## src/verilog/lcsc_pkg.sv

```systemverilog
`default_nettype none
package lcsc_pkg;
  localparam int unsigned CLK_HZ          = 20000000;
  localparam int unsigned MENU_TIMEOUT_S  = 30;
  localparam int unsigned MENU_TIMEOUT_CYC = MENU_TIMEOUT_S * CLK_HZ;
  localparam int unsigned TEST_HOLD_MS    = 3000;
  localparam int unsigned TEST_HOLD_CYC   = TEST_HOLD_MS * (CLK_HZ / 1000);
  localparam int unsigned STEP_MS         = 10;
  localparam int unsigned STEP_CYC        = STEP_MS * (CLK_HZ / 1000);
  localparam int unsigned NUM_BEAMS       = 16;
  localparam int unsigned BEAM_IDX_W      = 5;
  localparam int unsigned MENU_VIEW_W     = 4;
  localparam logic [3:0]  VIEW_RESET      = 4'h0;
  localparam logic [3:0]  VIEW_LANGUAGE   = 4'hA;
  localparam logic [3:0]  VIEW_SETUP      = 4'hD;
  localparam logic [3:0]  VIEW_LAST       = 4'hD;

  // multipurpose pin function codes
  typedef enum logic [1:0] {
    LCSC_PIN_SWITCH,
    LCSC_PIN_ERROR,
    LCSC_PIN_SETUP,
    LCSC_PIN_TEACH
  } lcsc_pin_e;

  // switching output policy while sync is lost
  typedef enum logic [1:0] {
    LCSC_NOSYNC_HOLD,
    LCSC_NOSYNC_OFF,
    LCSC_NOSYNC_ON
  } lcsc_nosync_e;

  typedef enum logic [1:0] {
    LCSC_TOL_NONE,
    LCSC_TOL_MINUS,
    LCSC_TOL_PLUS,
    LCSC_TOL_BOTH
  } lcsc_tol_e;

  typedef struct packed {
    logic up;
    logic down;
    logic back;
    logic run;
    logic enter;
    logic teach;
  } lcsc_keys_s;

  typedef struct packed {
    lcsc_pin_e    pin_func;
    lcsc_nosync_e nosync;
    lcsc_tol_e    tol;
    logic [4:0]   taught_count;
  } lcsc_cfg_s;

  localparam lcsc_cfg_s CFG_DEFAULT = '{pin_func: LCSC_PIN_SWITCH, nosync: LCSC_NOSYNC_HOLD,
                                        tol: LCSC_TOL_NONE, taught_count: 5'h00};
endpackage : lcsc_pkg
`default_nettype wire

```

## src/verilog/lcsc_tick_timer.sv

```systemverilog
`timescale 1ns/1ps
`default_nettype none
// counts cycles while run is high; restart reloads, done is a level once reached
module lcsc_tick_timer #(
  parameter int unsigned LIMIT = 4
) (
  input  wire logic clk,
  input  wire logic reset,
  input  wire logic run,
  input  wire logic restart,
  output logic      done
);
  localparam int unsigned W = $clog2(LIMIT + 1);
  logic [W-1:0] count_reg;
  logic [W-1:0] count_next;

  assign done       = (count_reg == W'(LIMIT));
  assign count_next = (restart || !run) ? '0 : (done ? count_reg : count_reg + W'(1));

  always_ff @(posedge clk) begin
    if (reset) begin
      count_reg <= '0;
    end else begin
      count_reg <= count_next;
    end
  end
endmodule : lcsc_tick_timer
`default_nettype wire

```

## src/verilog/lcsc_beam_eval.sv

```systemverilog
`timescale 1ns/1ps
`default_nettype none
// beam counting, sync supervision and tolerant count match
module lcsc_beam_eval #(
  parameter int unsigned BEAMS = lcsc_pkg::NUM_BEAMS
) (
  input  wire logic [BEAMS-1:0]              beam_blocked,
  input  wire lcsc_pkg::lcsc_tol_e           tol,
  input  wire logic [lcsc_pkg::BEAM_IDX_W-1:0] taught_count,
  output logic                               sync_lost,
  output logic                               count_match,
  output logic [lcsc_pkg::BEAM_IDX_W-1:0]    blocked_count
);
  function automatic logic [lcsc_pkg::BEAM_IDX_W-1:0] popcount(input logic [BEAMS-1:0] v);
    logic [lcsc_pkg::BEAM_IDX_W-1:0] n;
    n = '0;
    for (int i = 0; i < BEAMS; i++) begin
      n = n + lcsc_pkg::BEAM_IDX_W'(v[i]);
    end
    return n;
  endfunction : popcount

  // bit 0 is beam 1, nearest the display
  assign blocked_count = popcount(beam_blocked);
  // top and bottom beams carry sync; one free beam keeps it
  assign sync_lost = beam_blocked[0] && beam_blocked[BEAMS-1];

  wire exact_hit = (blocked_count == taught_count);
  wire minus_hit = (blocked_count + lcsc_pkg::BEAM_IDX_W'(1) == taught_count);
  wire plus_hit  = (blocked_count == taught_count + lcsc_pkg::BEAM_IDX_W'(1));

  assign count_match = exact_hit ||
                       ((tol == lcsc_pkg::LCSC_TOL_MINUS || tol == lcsc_pkg::LCSC_TOL_BOTH)
                        && minus_hit) ||
                       ((tol == lcsc_pkg::LCSC_TOL_PLUS || tol == lcsc_pkg::LCSC_TOL_BOTH)
                        && plus_hit);
endmodule : lcsc_beam_eval
`default_nettype wire

```

## src/verilog/lcsc_control.sv

```systemverilog
// Behaviour
// - in display mode any key opens the configuration menu
// - thirty seconds without adjustment in the menu returns to display mode
// - reopening the menu resumes at the last used view
// - edited settings take effect only when the menu is left
// - keys navigate up, down, back, run; enter confirms a selection
// - language must be chosen at first start and after default reset
// - setup starts by teach key on setup entry or by setup-configured pin
// - show progress; success shows message and all beams free; failure no message
// - beams numbered consecutively, beam 1 nearest the display
// - sync uses top and bottom beams, kept while either is free
// - both sync beams blocked raises error output and error message
// - a sync-loss policy sets switching outputs while sync is lost
// - test input open or low means normal operation
// - test input high three seconds then released steps beams off in turn
// - tolerance -1, +1 or both widens the taught count match
// - multipurpose pin is switch output, error output, setup or teach input
`timescale 1ns/1ps
`default_nettype none
module lcsc_control #(
  parameter int unsigned BEAMS       = lcsc_pkg::NUM_BEAMS,
  parameter int unsigned MENU_CYC    = lcsc_pkg::MENU_TIMEOUT_CYC,
  parameter int unsigned TEST_CYC    = lcsc_pkg::TEST_HOLD_CYC,
  parameter int unsigned STEP_CYCLES = lcsc_pkg::STEP_CYC
) (
  input  wire logic                 clk,
  input  wire logic                 reset,
  input  wire lcsc_pkg::lcsc_keys_s keys,
  input  wire logic                 setting_adjust,
  input  wire lcsc_pkg::lcsc_cfg_s  edit_cfg,
  input  wire logic                 factory_reset,
  input  wire logic [BEAMS-1:0]     beam_blocked,
  input  wire logic                 test_input,
  input  wire logic                 multipurpose_io_pin_in,
  input  wire logic                 setup_ok,
  input  wire logic                 setup_fail,
  output logic                      menu_active,
  output logic [lcsc_pkg::MENU_VIEW_W-1:0] menu_view,
  output lcsc_pkg::lcsc_cfg_s       active_cfg,
  output logic                      language_required,
  output logic                      setup_running,
  output logic                      setup_success_msg,
  output logic                      show_all_free,
  output logic                      error_msg,
  output logic                      error_output,
  output logic                      primary_switch_output,
  output logic                      multipurpose_io_pin_out,
  output logic                      multipurpose_io_pin_oe_n,
  output logic                      teach_request,
  output logic [BEAMS-1:0]          emitter_beam_off
);
  typedef enum {LCSC_DISPLAY, LCSC_MENU} lcsc_mode_e;
  typedef enum {LCSC_T_IDLE, LCSC_T_HOLD, LCSC_T_STEP} lcsc_test_e;

  // pin inputs pass two flops; stage one feeds nothing else
  logic [1:0] test_sync_reg;
  logic [1:0] pin_sync_reg;
  logic [1:0] pin_hist_reg;
  always_ff @(posedge clk) begin
    if (reset) begin
      test_sync_reg <= 2'h0;
      pin_sync_reg  <= 2'h0;
      pin_hist_reg  <= 2'h0;
    end else begin
      test_sync_reg <= {test_sync_reg[0], test_input};
      pin_sync_reg  <= {pin_sync_reg[0], multipurpose_io_pin_in};
      pin_hist_reg  <= {pin_hist_reg[0], pin_sync_reg[1]};
    end
  end
  wire test_high = test_sync_reg[1];
  wire pin_rise  = pin_hist_reg[0] && !pin_hist_reg[1];

  // keys are same-domain one-cycle pulses
  wire any_key = |keys;

  lcsc_mode_e mode_reg;
  lcsc_mode_e mode_next;
  logic [lcsc_pkg::MENU_VIEW_W-1:0] view_reg;
  logic [lcsc_pkg::MENU_VIEW_W-1:0] view_next;
  lcsc_pkg::lcsc_cfg_s cfg_reg;
  logic lang_req_reg;
  logic menu_timeout;

  lcsc_tick_timer #(.LIMIT(MENU_CYC)) u_menu_timer (
    .clk     (clk),
    .reset   (reset),
    .run     (mode_reg == LCSC_MENU),
    .restart (any_key || setting_adjust),
    .done    (menu_timeout)
  );

  wire in_menu     = (mode_reg == LCSC_MENU);
  wire leave_menu  = in_menu && (keys.run || menu_timeout);
  localparam logic [lcsc_pkg::MENU_VIEW_W-1:0] VIEW_LAST_W = lcsc_pkg::VIEW_LAST;
  wire view_up     = in_menu && keys.up && (view_reg != VIEW_LAST_W);
  wire view_down   = in_menu && keys.down && (view_reg != '0);

  always_comb begin
    mode_next = mode_reg;
    view_next = view_reg;
    case (mode_reg)
      LCSC_DISPLAY: begin
        if (any_key) begin
          mode_next = LCSC_MENU;
        end
      end
      LCSC_MENU: begin
        if (leave_menu) begin
          mode_next = LCSC_DISPLAY;
        end else if (keys.back) begin
          view_next = lcsc_pkg::VIEW_RESET;
        end else if (view_up) begin
          view_next = view_reg + lcsc_pkg::MENU_VIEW_W'(1);
        end else if (view_down) begin
          view_next = view_reg - lcsc_pkg::MENU_VIEW_W'(1);
        end
        // language view is forced until a language is confirmed
        if (lang_req_reg) begin
          view_next = lcsc_pkg::VIEW_LANGUAGE;
        end
      end
      default: begin
        mode_next = LCSC_DISPLAY;
      end
    endcase
  end

  wire lang_confirm = in_menu && keys.enter && (view_reg == lcsc_pkg::VIEW_LANGUAGE);

  always_ff @(posedge clk) begin
    if (reset) begin
      mode_reg     <= LCSC_DISPLAY;
      view_reg     <= lcsc_pkg::VIEW_RESET;
      cfg_reg      <= lcsc_pkg::CFG_DEFAULT;
      lang_req_reg <= 1'b1;
    end else begin
      mode_reg <= mode_next;
      view_reg <= view_next;
      if (factory_reset) begin
        cfg_reg <= lcsc_pkg::CFG_DEFAULT;
      end else if (leave_menu) begin
        cfg_reg <= edit_cfg;
      end
      // a default reset wins over a confirm in the same cycle
      if (factory_reset) begin
        lang_req_reg <= 1'b1;
      end else if (lang_confirm) begin
        lang_req_reg <= 1'b0;
      end
    end
  end

  // beam evaluation on the active configuration
  logic sync_lost;
  logic count_match;
  lcsc_beam_eval #(.BEAMS(BEAMS)) u_eval (
    .beam_blocked  (beam_blocked),
    .tol           (cfg_reg.tol),
    .taught_count  (cfg_reg.taught_count),
    .sync_lost     (sync_lost),
    .count_match   (count_match),
    .blocked_count ()
  );

  // setup procedure
  logic setup_run_reg;
  logic setup_msg_reg;
  wire pin_is_setup = (cfg_reg.pin_func == lcsc_pkg::LCSC_PIN_SETUP);
  wire pin_is_teach = (cfg_reg.pin_func == lcsc_pkg::LCSC_PIN_TEACH);
  wire key_setup    = in_menu && keys.teach && (view_reg == lcsc_pkg::VIEW_SETUP);
  wire setup_start  = !setup_run_reg && (key_setup || (pin_is_setup && pin_rise));

  always_ff @(posedge clk) begin
    if (reset) begin
      setup_run_reg <= 1'b0;
      setup_msg_reg <= 1'b0;
    end else if (setup_start) begin
      setup_run_reg <= 1'b1;
      setup_msg_reg <= 1'b0;
    end else if (setup_run_reg && (setup_ok || setup_fail)) begin
      setup_run_reg <= 1'b0;
      setup_msg_reg <= setup_ok && !setup_fail;
    end else if (any_key) begin
      setup_msg_reg <= 1'b0;
    end
  end

  // test sequence: hold high, release, then step beams off
  lcsc_test_e test_reg;
  logic [lcsc_pkg::BEAM_IDX_W-1:0] step_idx_reg;
  logic hold_done;
  logic step_tick;

  lcsc_tick_timer #(.LIMIT(TEST_CYC)) u_test_timer (
    .clk     (clk),
    .reset   (reset),
    .run     (test_high),
    .restart (1'b0),
    .done    (hold_done)
  );

  // step pace is a one-cycle enable from the divider
  lcsc_tick_timer #(.LIMIT(STEP_CYCLES)) u_step_timer (
    .clk     (clk),
    .reset   (reset),
    .run     (test_reg == LCSC_T_STEP),
    .restart (step_tick),
    .done    (step_tick)
  );

  always_ff @(posedge clk) begin
    if (reset) begin
      test_reg     <= LCSC_T_IDLE;
      step_idx_reg <= '0;
    end else begin
      case (test_reg)
        LCSC_T_IDLE: begin
          if (hold_done) begin
            test_reg <= LCSC_T_HOLD;
          end
        end
        LCSC_T_HOLD: begin
          if (!test_high) begin
            test_reg     <= LCSC_T_STEP;
            step_idx_reg <= '0;
          end
        end
        LCSC_T_STEP: begin
          if (step_tick) begin
            if (step_idx_reg == lcsc_pkg::BEAM_IDX_W'(BEAMS - 1)) begin
              test_reg <= LCSC_T_IDLE;
            end else begin
              step_idx_reg <= step_idx_reg + lcsc_pkg::BEAM_IDX_W'(1);
            end
          end
        end
        default: begin
          test_reg <= LCSC_T_IDLE;
        end
      endcase
    end
  end

  // switching output with sync-loss policy
  logic switch_next;
  always_comb begin
    switch_next = count_match;
    if (sync_lost) begin
      case (cfg_reg.nosync)
        lcsc_pkg::LCSC_NOSYNC_HOLD: switch_next = primary_switch_output;
        lcsc_pkg::LCSC_NOSYNC_ON:   switch_next = 1'b1;
        default:                    switch_next = 1'b0;
      endcase
    end
  end

  wire pin_drives = (cfg_reg.pin_func == lcsc_pkg::LCSC_PIN_SWITCH) ||
                    (cfg_reg.pin_func == lcsc_pkg::LCSC_PIN_ERROR);
  wire pin_value  = (cfg_reg.pin_func == lcsc_pkg::LCSC_PIN_ERROR) ? sync_lost : switch_next;

  always_ff @(posedge clk) begin
    if (reset) begin
      menu_active              <= 1'b0;
      menu_view                <= lcsc_pkg::VIEW_RESET;
      active_cfg               <= lcsc_pkg::CFG_DEFAULT;
      language_required        <= 1'b1;
      setup_running            <= 1'b0;
      setup_success_msg        <= 1'b0;
      show_all_free            <= 1'b0;
      error_msg                <= 1'b0;
      error_output             <= 1'b0;
      primary_switch_output    <= 1'b0;
      multipurpose_io_pin_out  <= 1'b0;
      multipurpose_io_pin_oe_n <= 1'b1;
      teach_request            <= 1'b0;
      emitter_beam_off         <= '0;
    end else begin
      menu_active              <= in_menu;
      menu_view                <= view_reg;
      active_cfg               <= cfg_reg;
      language_required        <= lang_req_reg;
      setup_running            <= setup_run_reg;
      setup_success_msg        <= setup_msg_reg;
      show_all_free            <= setup_msg_reg;
      error_msg                <= sync_lost;
      error_output             <= sync_lost;
      primary_switch_output    <= switch_next;
      multipurpose_io_pin_out  <= pin_value;
      multipurpose_io_pin_oe_n <= !pin_drives;
      teach_request            <= pin_is_teach && pin_rise;
      emitter_beam_off         <= (test_reg == LCSC_T_STEP) ?
                                  (BEAMS'(1) << step_idx_reg) : '0;
    end
  end
endmodule : lcsc_control
`default_nettype wire

```

## config.mk

```make
export PLATFORM = sky130hd
export DESIGN_NAME = lcsc_control
export DESIGN_NICKNAME = d
export VERILOG_FILES = /design/src/verilog/lcsc_pkg.sv /design/src/verilog/lcsc_tick_timer.sv /design/src/verilog/lcsc_beam_eval.sv /design/src/verilog/lcsc_control.sv
export SDC_FILE = /design/constraint.sdc
export NUM_CORES = 1
export LEC_CHECK = 0
export ABC_AREA = 1
export BUFFER_PORTS_ARGS = -buffer_cell sky130_fd_sc_hd__buf_4
export CORE_UTILIZATION = 55
export DETAILED_ROUTE_END_ITERATION = 8
export HOLD_SLACK_MARGIN = 0.06
export PLACE_DENSITY = 0.76
export SLEW_MARGIN = 40
export SYNTH_ARGS = -nofsm -noshare
export SYNTH_HDL_FRONTEND = slang
export SYNTH_SLANG_ARGS = --single-unit
```

## constraint.sdc

```tcl
create_clock -name clk -period 12.7 [get_ports clk]
set_input_delay 1.27 -clock clk [delete_from_list [all_inputs] [get_ports clk]]
set_output_delay 1.27 -clock clk [all_outputs]
set_load 0.02 [all_outputs]
```

Word level (Yosys, flattened, before mapping)
Index checks and enable logic that the tools add are counted.
Storage, ports and cells
  word-level logic and storage cells: 167
  flip-flop bits (word level): 207
  input bits: 41
  output and inout port bits: 42
Cells by class
  shift operators: 1
  add/subtract/negate cells: 23
  bitwise logic cells: 2
  multiplexer cells: 24
  reductions and logical operators: 55
  eq/ne operators: 30
Operators by type and width (count)
  $mux 32: 6
  $pmux 32 s3: 1
  $add 5x1->5: 14
  $eq 32x1->1 const B: 2
  $eq 32x2->1 const B: 2
  $logic_not 32->1: 2
  $pmux 32 s2: 1
  $eq 32x3->1 const B: 1
  $add 30x1->30 const B: 1
  $eq 30x30->1 const B: 1
  $add 26x1->26 const B: 1
  $eq 26x26->1 const B: 1
  $mux 4: 5
  $add 18x1->18 const B: 1
  $eq 18x18->1 const B: 1
  $logic_and 1x1->1: 18
  $shl 1x5->16 const A: 1
  $add 5x1->5 const B: 3
  $eq 5x5->1: 3
  $mux 5: 3
  $ne 2x2->1 const B: 6
  $reduce_or 2->1: 6
  $logic_or 1x1->1: 11
  $eq 2x2->1 const B: 5
  20 further kinds: 39

Longest topological paths before layout
Gate-level depths: netlist of the first run.
  depth in word-level cells: 22
  depth in mapped cells: 26
  mapped depth without buffers: 26

Modules after synthesis
From an unflattened synthesis of the first run, not the netlist that was laid out.
Second synthesis, totals
  cell total of the unflattened synthesis: 1206
  area total of the unflattened synthesis: 8171.6 µm²
By module, submodules not included
  lcsc_control: times used 1, cells each 326, sequential area each 1441.4 µm², area an instance 2708.8 µm²
  lcsc_tick_timer at u_menu_timer: times used 1, cells each 315, sequential area each 600.6 µm², area an instance 1880.6 µm²
  lcsc_tick_timer at u_test_timer: times used 1, cells each 266, sequential area each 520.5 µm², area an instance 1635.3 µm²
  lcsc_tick_timer at u_step_timer: times used 1, cells each 165, sequential area each 360.3 µm², area an instance 1054.8 µm²
  lcsc_beam_eval: times used 1, cells each 134, sequential area each 0.0 µm², area an instance 892.1 µm²

Least setup slack after synthesis of the first run
OpenSTA, ideal clock, no wires.
  path kind: input port to flip-flop
  start: in beam_blocked[0]
  end: reg multipurpose_io_pin_out
  path buffers: 0
  setup time: 0.056 ns
  data required time: 12.644 ns
  stages on the path: 26
  arrival time: 5.498 ns
  slack: 7.146 ns
  cell sequence: ha_1 inv_1 fa_1 inv_1 fa_1 fa_1 inv_1 fa_1 fa_1 inv_1 fa_1 ha_1 inv_1 nand2_1 nand3_1 nor2_1 nand2_1 nor2_1 nand2_1 nor2_1 nand2_1 nand2_1 nand2_1 nand3_1 nand2_1 inv_1
Between the ends
  longest elaborated chain between the ends: 22
  elaborated cells on any way between the ends: 26
  those cells by class: 16 x add/sub; 3 x eq/ne; 2 x mux; 5 x reduce/logical
RTL lines
  from (decl): line lcsc_control.sv:32  | input wire logic [BEAMS-1:0] beam_blocked,
  $add 1x1->2: line lcsc_beam_eval.sv:18  | n = n + lcsc_pkg::BEAM_IDX_W'(v[i]);
  $add 5x1->5 (14 in a row): line lcsc_beam_eval.sv:18
  $add 5x1->5: line lcsc_beam_eval.sv:29  | wire minus_hit = (blocked_count + lcsc_pkg::BEAM_IDX_W'(1) == taught_count);
  $eq 5x5->1: line lcsc_beam_eval.sv:29
  $logic_and 1x1->1: line lcsc_beam_eval.sv:34  | && minus_hit) ||
  $logic_or 1x1->1: line lcsc_beam_eval.sv:32  | assign count_match = exact_hit ||
  $logic_or 1x1->1: line lcsc_beam_eval.sv:34
  $mux 1: line lcsc_control.sv:248  | if (sync_lost) begin
  $mux 1 (*): line lcsc_control.sv:259  | wire pin_value = (cfg_reg.pin_func == lcsc_pkg::LCSC_PIN_ERROR) ? sync_lost : switch_next;
  to (signal assigned): line lcsc_control.sv:288  | multipurpose_io_pin_out <= pin_value;
  to (decl): line lcsc_control.sv:47  | output logic multipurpose_io_pin_out,
Mark *: on every way between the ends. The rest lies on a longest branch, timed or not.
A chain may end at the register's enable or synchronous reset.

Worst setup path after layout of the first run
Same ends and word-level chain as after synthesis.

==> results of run 1 <==
cells in the mapped netlist (2+ instances only):
cell | number | area [um2]
ha_1 | 22 | 275
nor3_1 | 40 | 200
or2_2 | 5 | 31.3
nand4_1 | 26 | 163
a211oi_1 | 7 | 52.6
dfxtp_1 | 146 | 2920
o21ai_0 | 48 | 240
fa_1 | 11 | 220
nor2_2 | 10 | 62.6
clkbuf_1 | 8 | 30.0
buf_4 | 2 | 15.0
nor4_1 | 11 | 68.8
a21oi_1 | 74 | 370
nor2_1 | 100 | 375
a31oi_1 | 4 | 25.0
buf_2 | 4 | 20.0
nand2_1 | 128 | 480
buf_1 | 2 | 7.51
xor2_1 | 8 | 70.1
o21a_1 | 7 | 52.6
o21ai_1 | 4 | 20.0
nor3_2 | 4 | 40.0
nor3b_1 | 3 | 22.5
nand2_2 | 6 | 37.5
nand3b_1 | 2 | 15.0
o22ai_1 | 2 | 12.5
inv_1 | 165 | 619
nand3_2 | 6 | 60.1
nor3_4 | 3 | 48.8
xnor2_1 | 5 | 43.8
nand3_1 | 45 | 225
worst reg2reg max path, delay by kind of cell (launching register included):
family	cells	cell delay, ns
buf+inv	1	0.10
flops	1	0.43
fa+ha+maj	1	0.39
xor+xnor	1	0.14
simple gates	5	0.54
compound gates	2	0.24
metal layers:
| metal | vias to the layer above | track usage |
|---|---|---|
| met1 | 2716 | 0.288 |
| met2 | 103 | 0.383 |
| met4 | 0 | 0.0892 |
| met3 | 23 | 0.0672 |
| met5 | - | 0 |
| li1 | 3148 | - |
report_power, final:
group | switching (mW) | internal (mW) | leakage [nW] | total [mW]
registers | 0.00691 | 0.467 | 1.18 | 0.473
clock network | 0.201 | 0.276 | 0.266 | 0.477
logic | 0.123 | 0.0820 | 1.94 | 0.205
total | 0.331 | 0.825 | 3.39 | 1.16
cell type report:
cell class | count | area share
Sequential cell | 146 | 0.355
Clock inverter | 14 | 0.0158
Clock buffer | 18 | 0.0533
Tap cell | 168 | 0.0255
Inverter | 167 | 0.0761
Timing Repair Buffer | 82 | 0.0748
Multi-Input combinational cell | 589 | 0.399
how the worst min path moves through the flow:
stage / startpoint / endpoint / slack (ns)
after detailed placement: test_sync_reg[0] / test_sync_reg[1] / 0.40
final: test_sync_reg[0] / test_sync_reg[1] / 0.40
after CTS: test_sync_reg[0] / test_sync_reg[1] / 0.41
after global placement: pin_sync_reg[1] / pin_hist_reg[0] / 0.39
after floorplan: pin_sync_reg[1] / pin_hist_reg[0] / 0.39
after global routing: pin_sync_reg[1] / pin_hist_reg[0] / 0.44
kinds of logic (layout without fill, tap and decap cells):
family | Yosys count | after routing | synth area share
XOR/XNOR | 13 | 13 | 0.0164
buffers and inverters | 185 | 281 | 0.103
AND/OR/NAND/NOR | 394 | 394 | 0.271
AO/OA/AOI/OAI | 149 | 149 | 0.116
adder cells (fa/ha/maj) | 33 | 33 | 0.0715
flip-flops | 146 | 146 | 0.422
==> results.json, run 1 <==
{
  "outcome": "complete, no violations",
  "synth-edff-count": 0,
  "cp.depth": 27,
  "min_path_cells": 2,
  "mostFrequentLayoutCell": "inv_1",
  "drive_above_1_share": 0.150,
  "cp.required_ns": 13.07,
  "holdBufCountCts": 0,
  "grt_max_degree": 39,
  "areaGrowthSynthToFinish_pct": 18.9,
  "num_rows": 40,
  "tritoncts": "built",
  "critPathTopFamily": "adder cells",
  "ys_ff_latch": 146,
  "wl_met1_um": 6650,
  "holdCritPathClass": "flop to flop",
  "mostFrequentLayoutCells": "inv_1 (165), dfxtp_1 (146), nand2_1 (128)",
  "first_iter_violations": 348,
  "powerDensity_nw_per_um2": 140,
  "min_period_ns": 5.50,
  "dp_hpwl_um": 10400,
  "clk_pin_slew_ns": 0.06,
  "post_dp_cell_area_um2": 7660,
  "ys_types": 43,
  "synth_nets": 994,
  "cts_setup_buffers": 0,
  "fin_crit_sh": 0.433,
  "cts_resized": 0,
  "grt_pass1_wl_um": 24400,
  "clock_sinks": 146,
  "clock_skew_ns": 0.00788,
  "power_mw": 1.16,
  "vdd_drop_max_mv": 0.101,
  "fp.dieH_um": 114,
  "final.setup.worst_slack_ns": 7.20,
  "critPathBufInv": 7,
  "endpoint": "multipurpose_io_pin_out",
  "boundaryPins": 83,
  "drt-total-wl_um": 14100,
  "antenna_found_initial": 0,
  "synth_area_um2": 6930,
  "io_buffer_count": 82,
  "rsz0062_at_grt": "no",
  "drcViolationCount": 0,
  "crit_slowest_cell": "fa_1",
  "ys_warn_count": 0,
  "fillers": 1031,
  "fin_cells": 1184,
  "cts-buffers-inserted": 17,
  "hold_violations": 0,
  "postLayoutCellArea_um2": 8230,
  "synth_area_per_cell_um2": 7.53,
  "critPathCaptureType": "flop",
  "worstPathMaxFanout": 4,
  "slowest_delay_ns": 0.51,
  "path_class": "input port to flop",
  "antenna_cells": 0,
  "num_vias": 5990,
  "worstSetupStartpointType": "input port",
  "p_leak_nw": 3.39,
  "ys.flop_type": "dfxtp_1",
  "ys_seq_area_frac": 0.422,
  "ant_nets": 0,
  "r2r-start": "view_reg[1]",
  "cp.arrival_ns": 5.87,
  "insertion_delay_ns": 0.42,
  "fp.dieW_um": 114,
  "max_freq_mhz": 182,
  "cap_violations": 0,
  "tightestPinTransition_ns": 0.780,
  "dp_cells": 1152,
  "slew_viol_final": 0,
  "viasPerCell": 5.06,
  "largest_reg_flops": 30,
  "cts-root-buf": "clkbuf_16",
  "reg2reg_depth": 10,
  "routed-wl-met2_um": 6490,
  "setup_viol_count_final": 0,
  "grt_pass1_vias": 5623,
  "nets": 1077,
  "synth_cells": 920,
  "drt-pass1-iter-count": 5,
  "seq_area_um2": 2920,
  "ys_async_sr_fraction": 0,
  "critPathMostFrequentCell": "nand2_1",
  "fp.coreArea_um2": 12200,
  "post-place-ws_ns": 6.78,
  "wl_met3_um": 751,
  "fin_util": 0.677,
  "start_util": 0.570,
  "grt_use_total": 0.233,
  "holdWs_ns": 0.401,
  "cts_max_level": 4,
  "top_layer": "met4",
  "fp.dieArea_um2": 13000,
  "wire_per_inst_um": 11.9,
  "setup.worst_path.start": "beam_blocked[0]",
  "routabilityCongestion": 0.860,
  "multi_input_area_um2": 3290,
  "setup-tns-final_ns": 0,
  "gr-total-overflow": 0,
  "r2r_setup_slack_ns": 10.75,
  "r2r-end": "view_reg[3]",
  "clockBufferDepth": 2,
  "slew_headroom": 0.478
}
Note: power is estimated with default switching activity, not from simulation.
==> run 2, diff against run 1 <==
Clock period 12.7 ns to 5.43 ns, I/O delays scaled along.
==> run 2 against run 1 <==
Non-clock buffer count unchanged; die area stayed put; routed wire length is 3.0% higher; sequential cell count did not move; register-to-register slack lost 7.3 ns; largest power group unchanged.
==> results.json, run 2 (synthesis gave the netlist of run 1 again) <==
{
  "powerDensity_nw_per_um2": 342,
  "grt_pass1_wl_um": 25300,
  "holdBufCountCts": 0,
  "clock_skew_ns": 0.00857,
  "holdCritPathClass": "input port to flop",
  "num_vias": 5953,
  "min_period_ns": 4.78,
  "r2r-start": "u_step_timer.count_reg[0]",
  "p_comb_frac": 0.169,
  "p_int_mw": 2.08,
  "switching_share": 0.267,
  "power_frac_seq": 0.391,
  "clockBufferDepth": 2,
  "slew_headroom": 0.504,
  "insertion_delay_ns": 0.42,
  "r2r_setup_slack_ns": 3.44,
  "fillers": 1031,
  "antenna_cells": 0,
  "r2r-end": "u_step_timer.count_reg[11]",
  "fp.coreArea_um2": 12200,
  "worstSetupStartpointType": "input port",
  "gr-total-overflow": 0,
  "boundaryPins": 83,
  "fin_cells": 1183,
  "top_layer": "met4",
  "p_clk_frac": 0.440,
  "p_leak_nw": 3.42,
  "largest_reg_flops": 30,
  "max_freq_mhz": 209,
  "p_switching_mw": 0.758,
  "mostFrequentLayoutCells": "inv_1 (165), dfxtp_1 (146), nand2_1 (128)",
  "routed-wl-met2_um": 6800,
  "cts_max_level": 4,
  "outcome": "complete, no violations",
  "areaGrowthSynthToFinish_pct": 19.8,
  "fp.dieH_um": 114,
  "drcViolationCount": 0,
  "hold_violations": 0,
  "worstPathMaxFanout": 4,
  "wl_met1_um": 6700,
  "wire_per_inst_um": 12.3,
  "setup_viol_count_final": 0,
  "dp_hpwl_um": 10400,
  "drt-pass1-iter-count": 5,
  "cap_violations": 0,
  "nets": 1077,
  "cts_setup_buffers": 0,
  "critPathCaptureType": "flop",
  "antenna_found_initial": 0,
  "clk_pin_slew_ns": 0.06,
  "grt_max_degree": 39,
  "io_buffer_count": 82,
  "seq_area_um2": 2920,
  "clock_sinks": 146,
  "viasPerCell": 5.03,
  "start_util": 0.570,
  "drive_above_1_share": 0.149,
  "reg2reg_depth": 10,
  "power_mw": 2.84,
  "multi_input_area_um2": 3290,
  "wl_met3_um": 803,
  "cp.required_ns": 5.80,
  "slew_viol_final": 0,
  "vdd_drop_max_mv": 0.215,
  "tritoncts": "built",
  "fin_util": 0.682,
  "holdWs_ns": 0.320,
  "setup.worst_path.start": "beam_blocked[0]",
  "cts-buffers-inserted": 17,
  "fp.dieArea_um2": 13000,
  "ant_nets": 0,
  "grt_use_total": 0.243,
  "tightestPinTransition_ns": 0.742,
  "cts-root-buf": "clkbuf_16",
  "fp.dieW_um": 114,
  "setup-tns-final_ns": 0,
  "routabilityCongestion": 0.861,
  "dp_cells": 1152,
  "rsz0062_at_grt": "no",
  "cp.arrival_ns": 5.15,
  "first_iter_violations": 382,
  "cts_resized": 0,
  "fin_crit_sh": 0.881,
  "path_class": "input port to flop",
  "drt-total-wl_um": 14600,
  "grt_pass1_vias": 5718,
  "mostFrequentLayoutCell": "inv_1",
  "num_rows": 40,
  "endpoint": "multipurpose_io_pin_out"
}
run 2: layout make-up:
class	count	share of cell area
clock buffer	20	0.0550
timing repair buffer	82	0.0742
multi-input combinational	589	0.397
clock inverter	11	0.0213
tap	168	0.0253
sequential	146	0.352
inverter	167	0.0755
run 2: worst min-delay path by stage:
stage	startpoint	to	slack, ns	cells after the start
5_1_grt	multipurpose_io_pin_in	pin_sync_reg[0]	0.33	3
4_1_cts	multipurpose_io_pin_in	pin_sync_reg[0]	0.31	3
6_report	multipurpose_io_pin_in	pin_sync_reg[0]	0.32	3
2_1_floorplan	pin_sync_reg[1]	pin_hist_reg[0]	0.39	2
3_3_place_gp	pin_sync_reg[1]	pin_hist_reg[0]	0.39	2
3_5_place_dp	test_sync_reg[0]	test_sync_reg[1]	0.40	2
run 2: power by group through the flow:
stage                     Combinational (mW)  Sequential [mW]  Clock [mW]
after floorplan                        0.361             1.14           0
after global placement                 0.464             1.13           0
after detailed placement               0.478             1.13           0
after CTS                              0.480             1.11        1.26
after global routing                   0.559             1.11        1.32
final                                  0.481             1.11        1.25
run 2: metal layers:
| layer | up-vias | GRT usage |
|---|---|---|
| li1 | 3155 | - |
| met2 | 107 | 0.393 |
| met3 | 19 | 0.0741 |
| met4 | 0 | 0.110 |
| met5 | - | 0 |
| met1 | 2672 | 0.298 |
run 2: critical path: stages:
cell,delay [ns]
buf_4,0.11
ha_1,0.27
inv_1,0.04
fa_1,0.47
inv_1,0.05
fa_1,0.47
fa_1,0.51
inv_1,0.05
fa_1,0.45
fa_1,0.36
inv_1,0.10
fa_1,0.49
ha_1,0.34
inv_1,0.04
nand2_1,0.05
nand3_1,0.07
nor2_1,0.09
nand2_1,0.05
nor2_1,0.10
nand2_1,0.06
nor2_1,0.08
nand2_1,0.05
nand2_1,0.06
nand2_1,0.06
nand3_1,0.07
nand2_1,0.05
inv_1,0.04
run 2: metrics by stage:
stage / setup slack [ns] / area (um2)
after floorplan: 0.603 / 6930
after global placement: 0.292 / 7660
after detailed placement: 0.233 / 7660
after CTS: 0.669 / 8300
after global routing: 0.324 / 8300
final: 0.647 / 8300
==> run 3, diff against run 2 <==
Settings changed: CTS_BUF_LIST from default to sky130_fd_sc_hd__clkbuf_16.
==> run 3 against run 2 <==
Cell count stayed put; fmax hardly changed; critical path type unchanged; clock skew barely moved; power decreased by 1.1%; die area is the same; design area decreased by 0.24%.
==> results.json, run 3 (synthesis gave the netlist of run 1 again) <==
{
  "clockBufferDepth": 2,
  "num_rows": 40,
  "start_util": 0.570,
  "cts_resized": 0,
  "tightestPinTransition_ns": 0.727,
  "gr-total-overflow": 0,
  "fin_crit_sh": 0.881,
  "min-delay-start": "multipurpose_io_pin_in",
  "p_leak_nw": 3.41,
  "cp.arrival_ns": 5.15,
  "vdd_drop_max_mv": 0.217,
  "slowest_delay_ns": 0.51,
  "drive_above_1_share": 0.147,
  "min_period_ns": 4.78,
  "rsz0062_at_grt": "no",
  "setup.worst_path.start": "beam_blocked[0]",
  "holdBufCountCts": 0,
  "powerDensity_nw_per_um2": 339,
  "cts-root-buf": "clkbuf_16",
  "drt-total-wl_um": 14600,
  "clk_pin_slew_ns": 0.06,
  "fp.dieArea_um2": 13000,
  "clock_skew_ns": 0.00837,
  "grt_pass1_vias": 5706,
  "mostFrequentLayoutCell": "inv_1",
  "seq_area_um2": 2920,
  "cp.required_ns": 5.80,
  "drcViolationCount": 0,
  "boundaryPins": 83,
  "antenna_found_initial": 0,
  "dp_hpwl_um": 10400,
  "r2r-start": "u_step_timer.count_reg[0]",
  "areaGrowthSynthToFinish_pct": 19.5,
  "worstPathMaxFanout": 4,
  "multi_input_area_um2": 3290,
  "insertion_delay_ns": 0.42,
  "r2r_setup_slack_ns": 3.48,
  "cts_max_level": 4,
  "slew_viol_final": 0,
  "fin_cells": 1183,
  "worstSetupStartpointType": "input port",
  "holdWs_ns": 0.320,
  "crit_slowest_cell": "fa_1",
  "critPathCaptureType": "flop",
  "setup-tns-final_ns": 0,
  "grt_max_degree": 39,
  "mostFrequentLayoutCells": "inv_1 (166), dfxtp_1 (146), nand2_1 (128)",
  "cap_violations": 0,
  "routabilityCongestion": 0.861,
  "max_freq_mhz": 209,
  "path_class": "input port to flop",
  "cts-buffers-inserted": 17,
  "viasPerCell": 5.04,
  "drt-pass1-iter-count": 5,
  "grt_use_total": 0.242,
  "outcome": "complete, no violations",
  "wire_per_inst_um": 12.3,
  "critPathMostFrequentCell": "nand2_1",
  "nets": 1077,
  "clock_sinks": 146,
  "holdCritPathClass": "input port to flop",
  "slew_headroom": 0.514,
  "antenna_cells": 0,
  "fillers": 1038,
  "num_vias": 5962,
  "first_iter_violations": 368,
  "fp.coreArea_um2": 12200,
  "grt_pass1_wl_um": 25200,
  "dp_cells": 1152,
  "cts_setup_buffers": 0,
  "io_buffer_count": 82,
  "setup_viol_count_final": 0,
  "ant_nets": 0,
  "fp.dieW_um": 114,
  "hold_violations": 0,
  "tritoncts": "built",
  "fp.dieH_um": 114,
  "largest_reg_flops": 30
}
==> run 3: cell count changes in the layout (fill, tap and decap cells not counted) <==
cell,previous run,this run
clkbuf_1,1,0
clkbuf_8,2,0
clkinv_1,1,3
inv_1,165,166
==> run 3: layer usage <==
metal | vias to the layer above | GRT usage | wire length [um] | share of wire
li1 | 3158 | - | - | -
met1 | 2667 | 0.295 | 6710 | 0.46
met2 | 113 | 0.392 | 6780 | 0.47
met3 | 24 | 0.0741 | 798 | 0.055
met4 | 0 | 0.110 | 280 | 0.019
met5 | - | 0 | 0 | 0
==> run 3: worst max-delay path: cells and delay by family <==
kind | cells | cell delay, ns
adder cells (fa/ha/maj) | 8 | 3.36
AND/OR/NAND/NOR | 12 | 0.79
buffers and inverters | 7 | 0.43
==> run 3: final timing paths <==
kind | endpoint | depth (start not counted)
hold reg to reg | test_sync_reg[1] | 2
hold / removal | pin_sync_reg[0] | 3
setup / recovery | multipurpose_io_pin_out | 27
setup reg to reg | u_step_timer.count_reg[11] | 10
==> run 3: cell type report <==
class / instances / share of cell area
timing repair buffer: 82 / 0.0744
inverter: 167 / 0.0757
clock inverter: 14 / 0.0227
clock buffer: 17 / 0.0514
sequential: 146 / 0.353
tap: 168 / 0.0254
multi-input combinational: 589 / 0.397
==> run 3: report_power, final <==
| part | switching (mW) | internal [mW] | leakage, nW |
|---|---|---|---|
| Combinational | 0.287 | 0.192 | 1.94 |
| Sequential | 0.0163 | 1.09 | 1.18 |
| Clock | 0.453 | 0.763 | 0.288 |
==> run 3: stage by stage <==
step,utilization,cell area [um2],power [mW],setup WS [ns]
6_report,0.681,8280,2.80,0.648
5_1_grt,0.681,8280,2.95,0.323
4_1_cts,0.681,8280,2.82,0.668
3_5_place_dp,0.630,7660,1.61,0.233
3_3_place_gp,0.630,7660,1.59,0.292
2_1_floorplan,-,6930,1.50,0.603
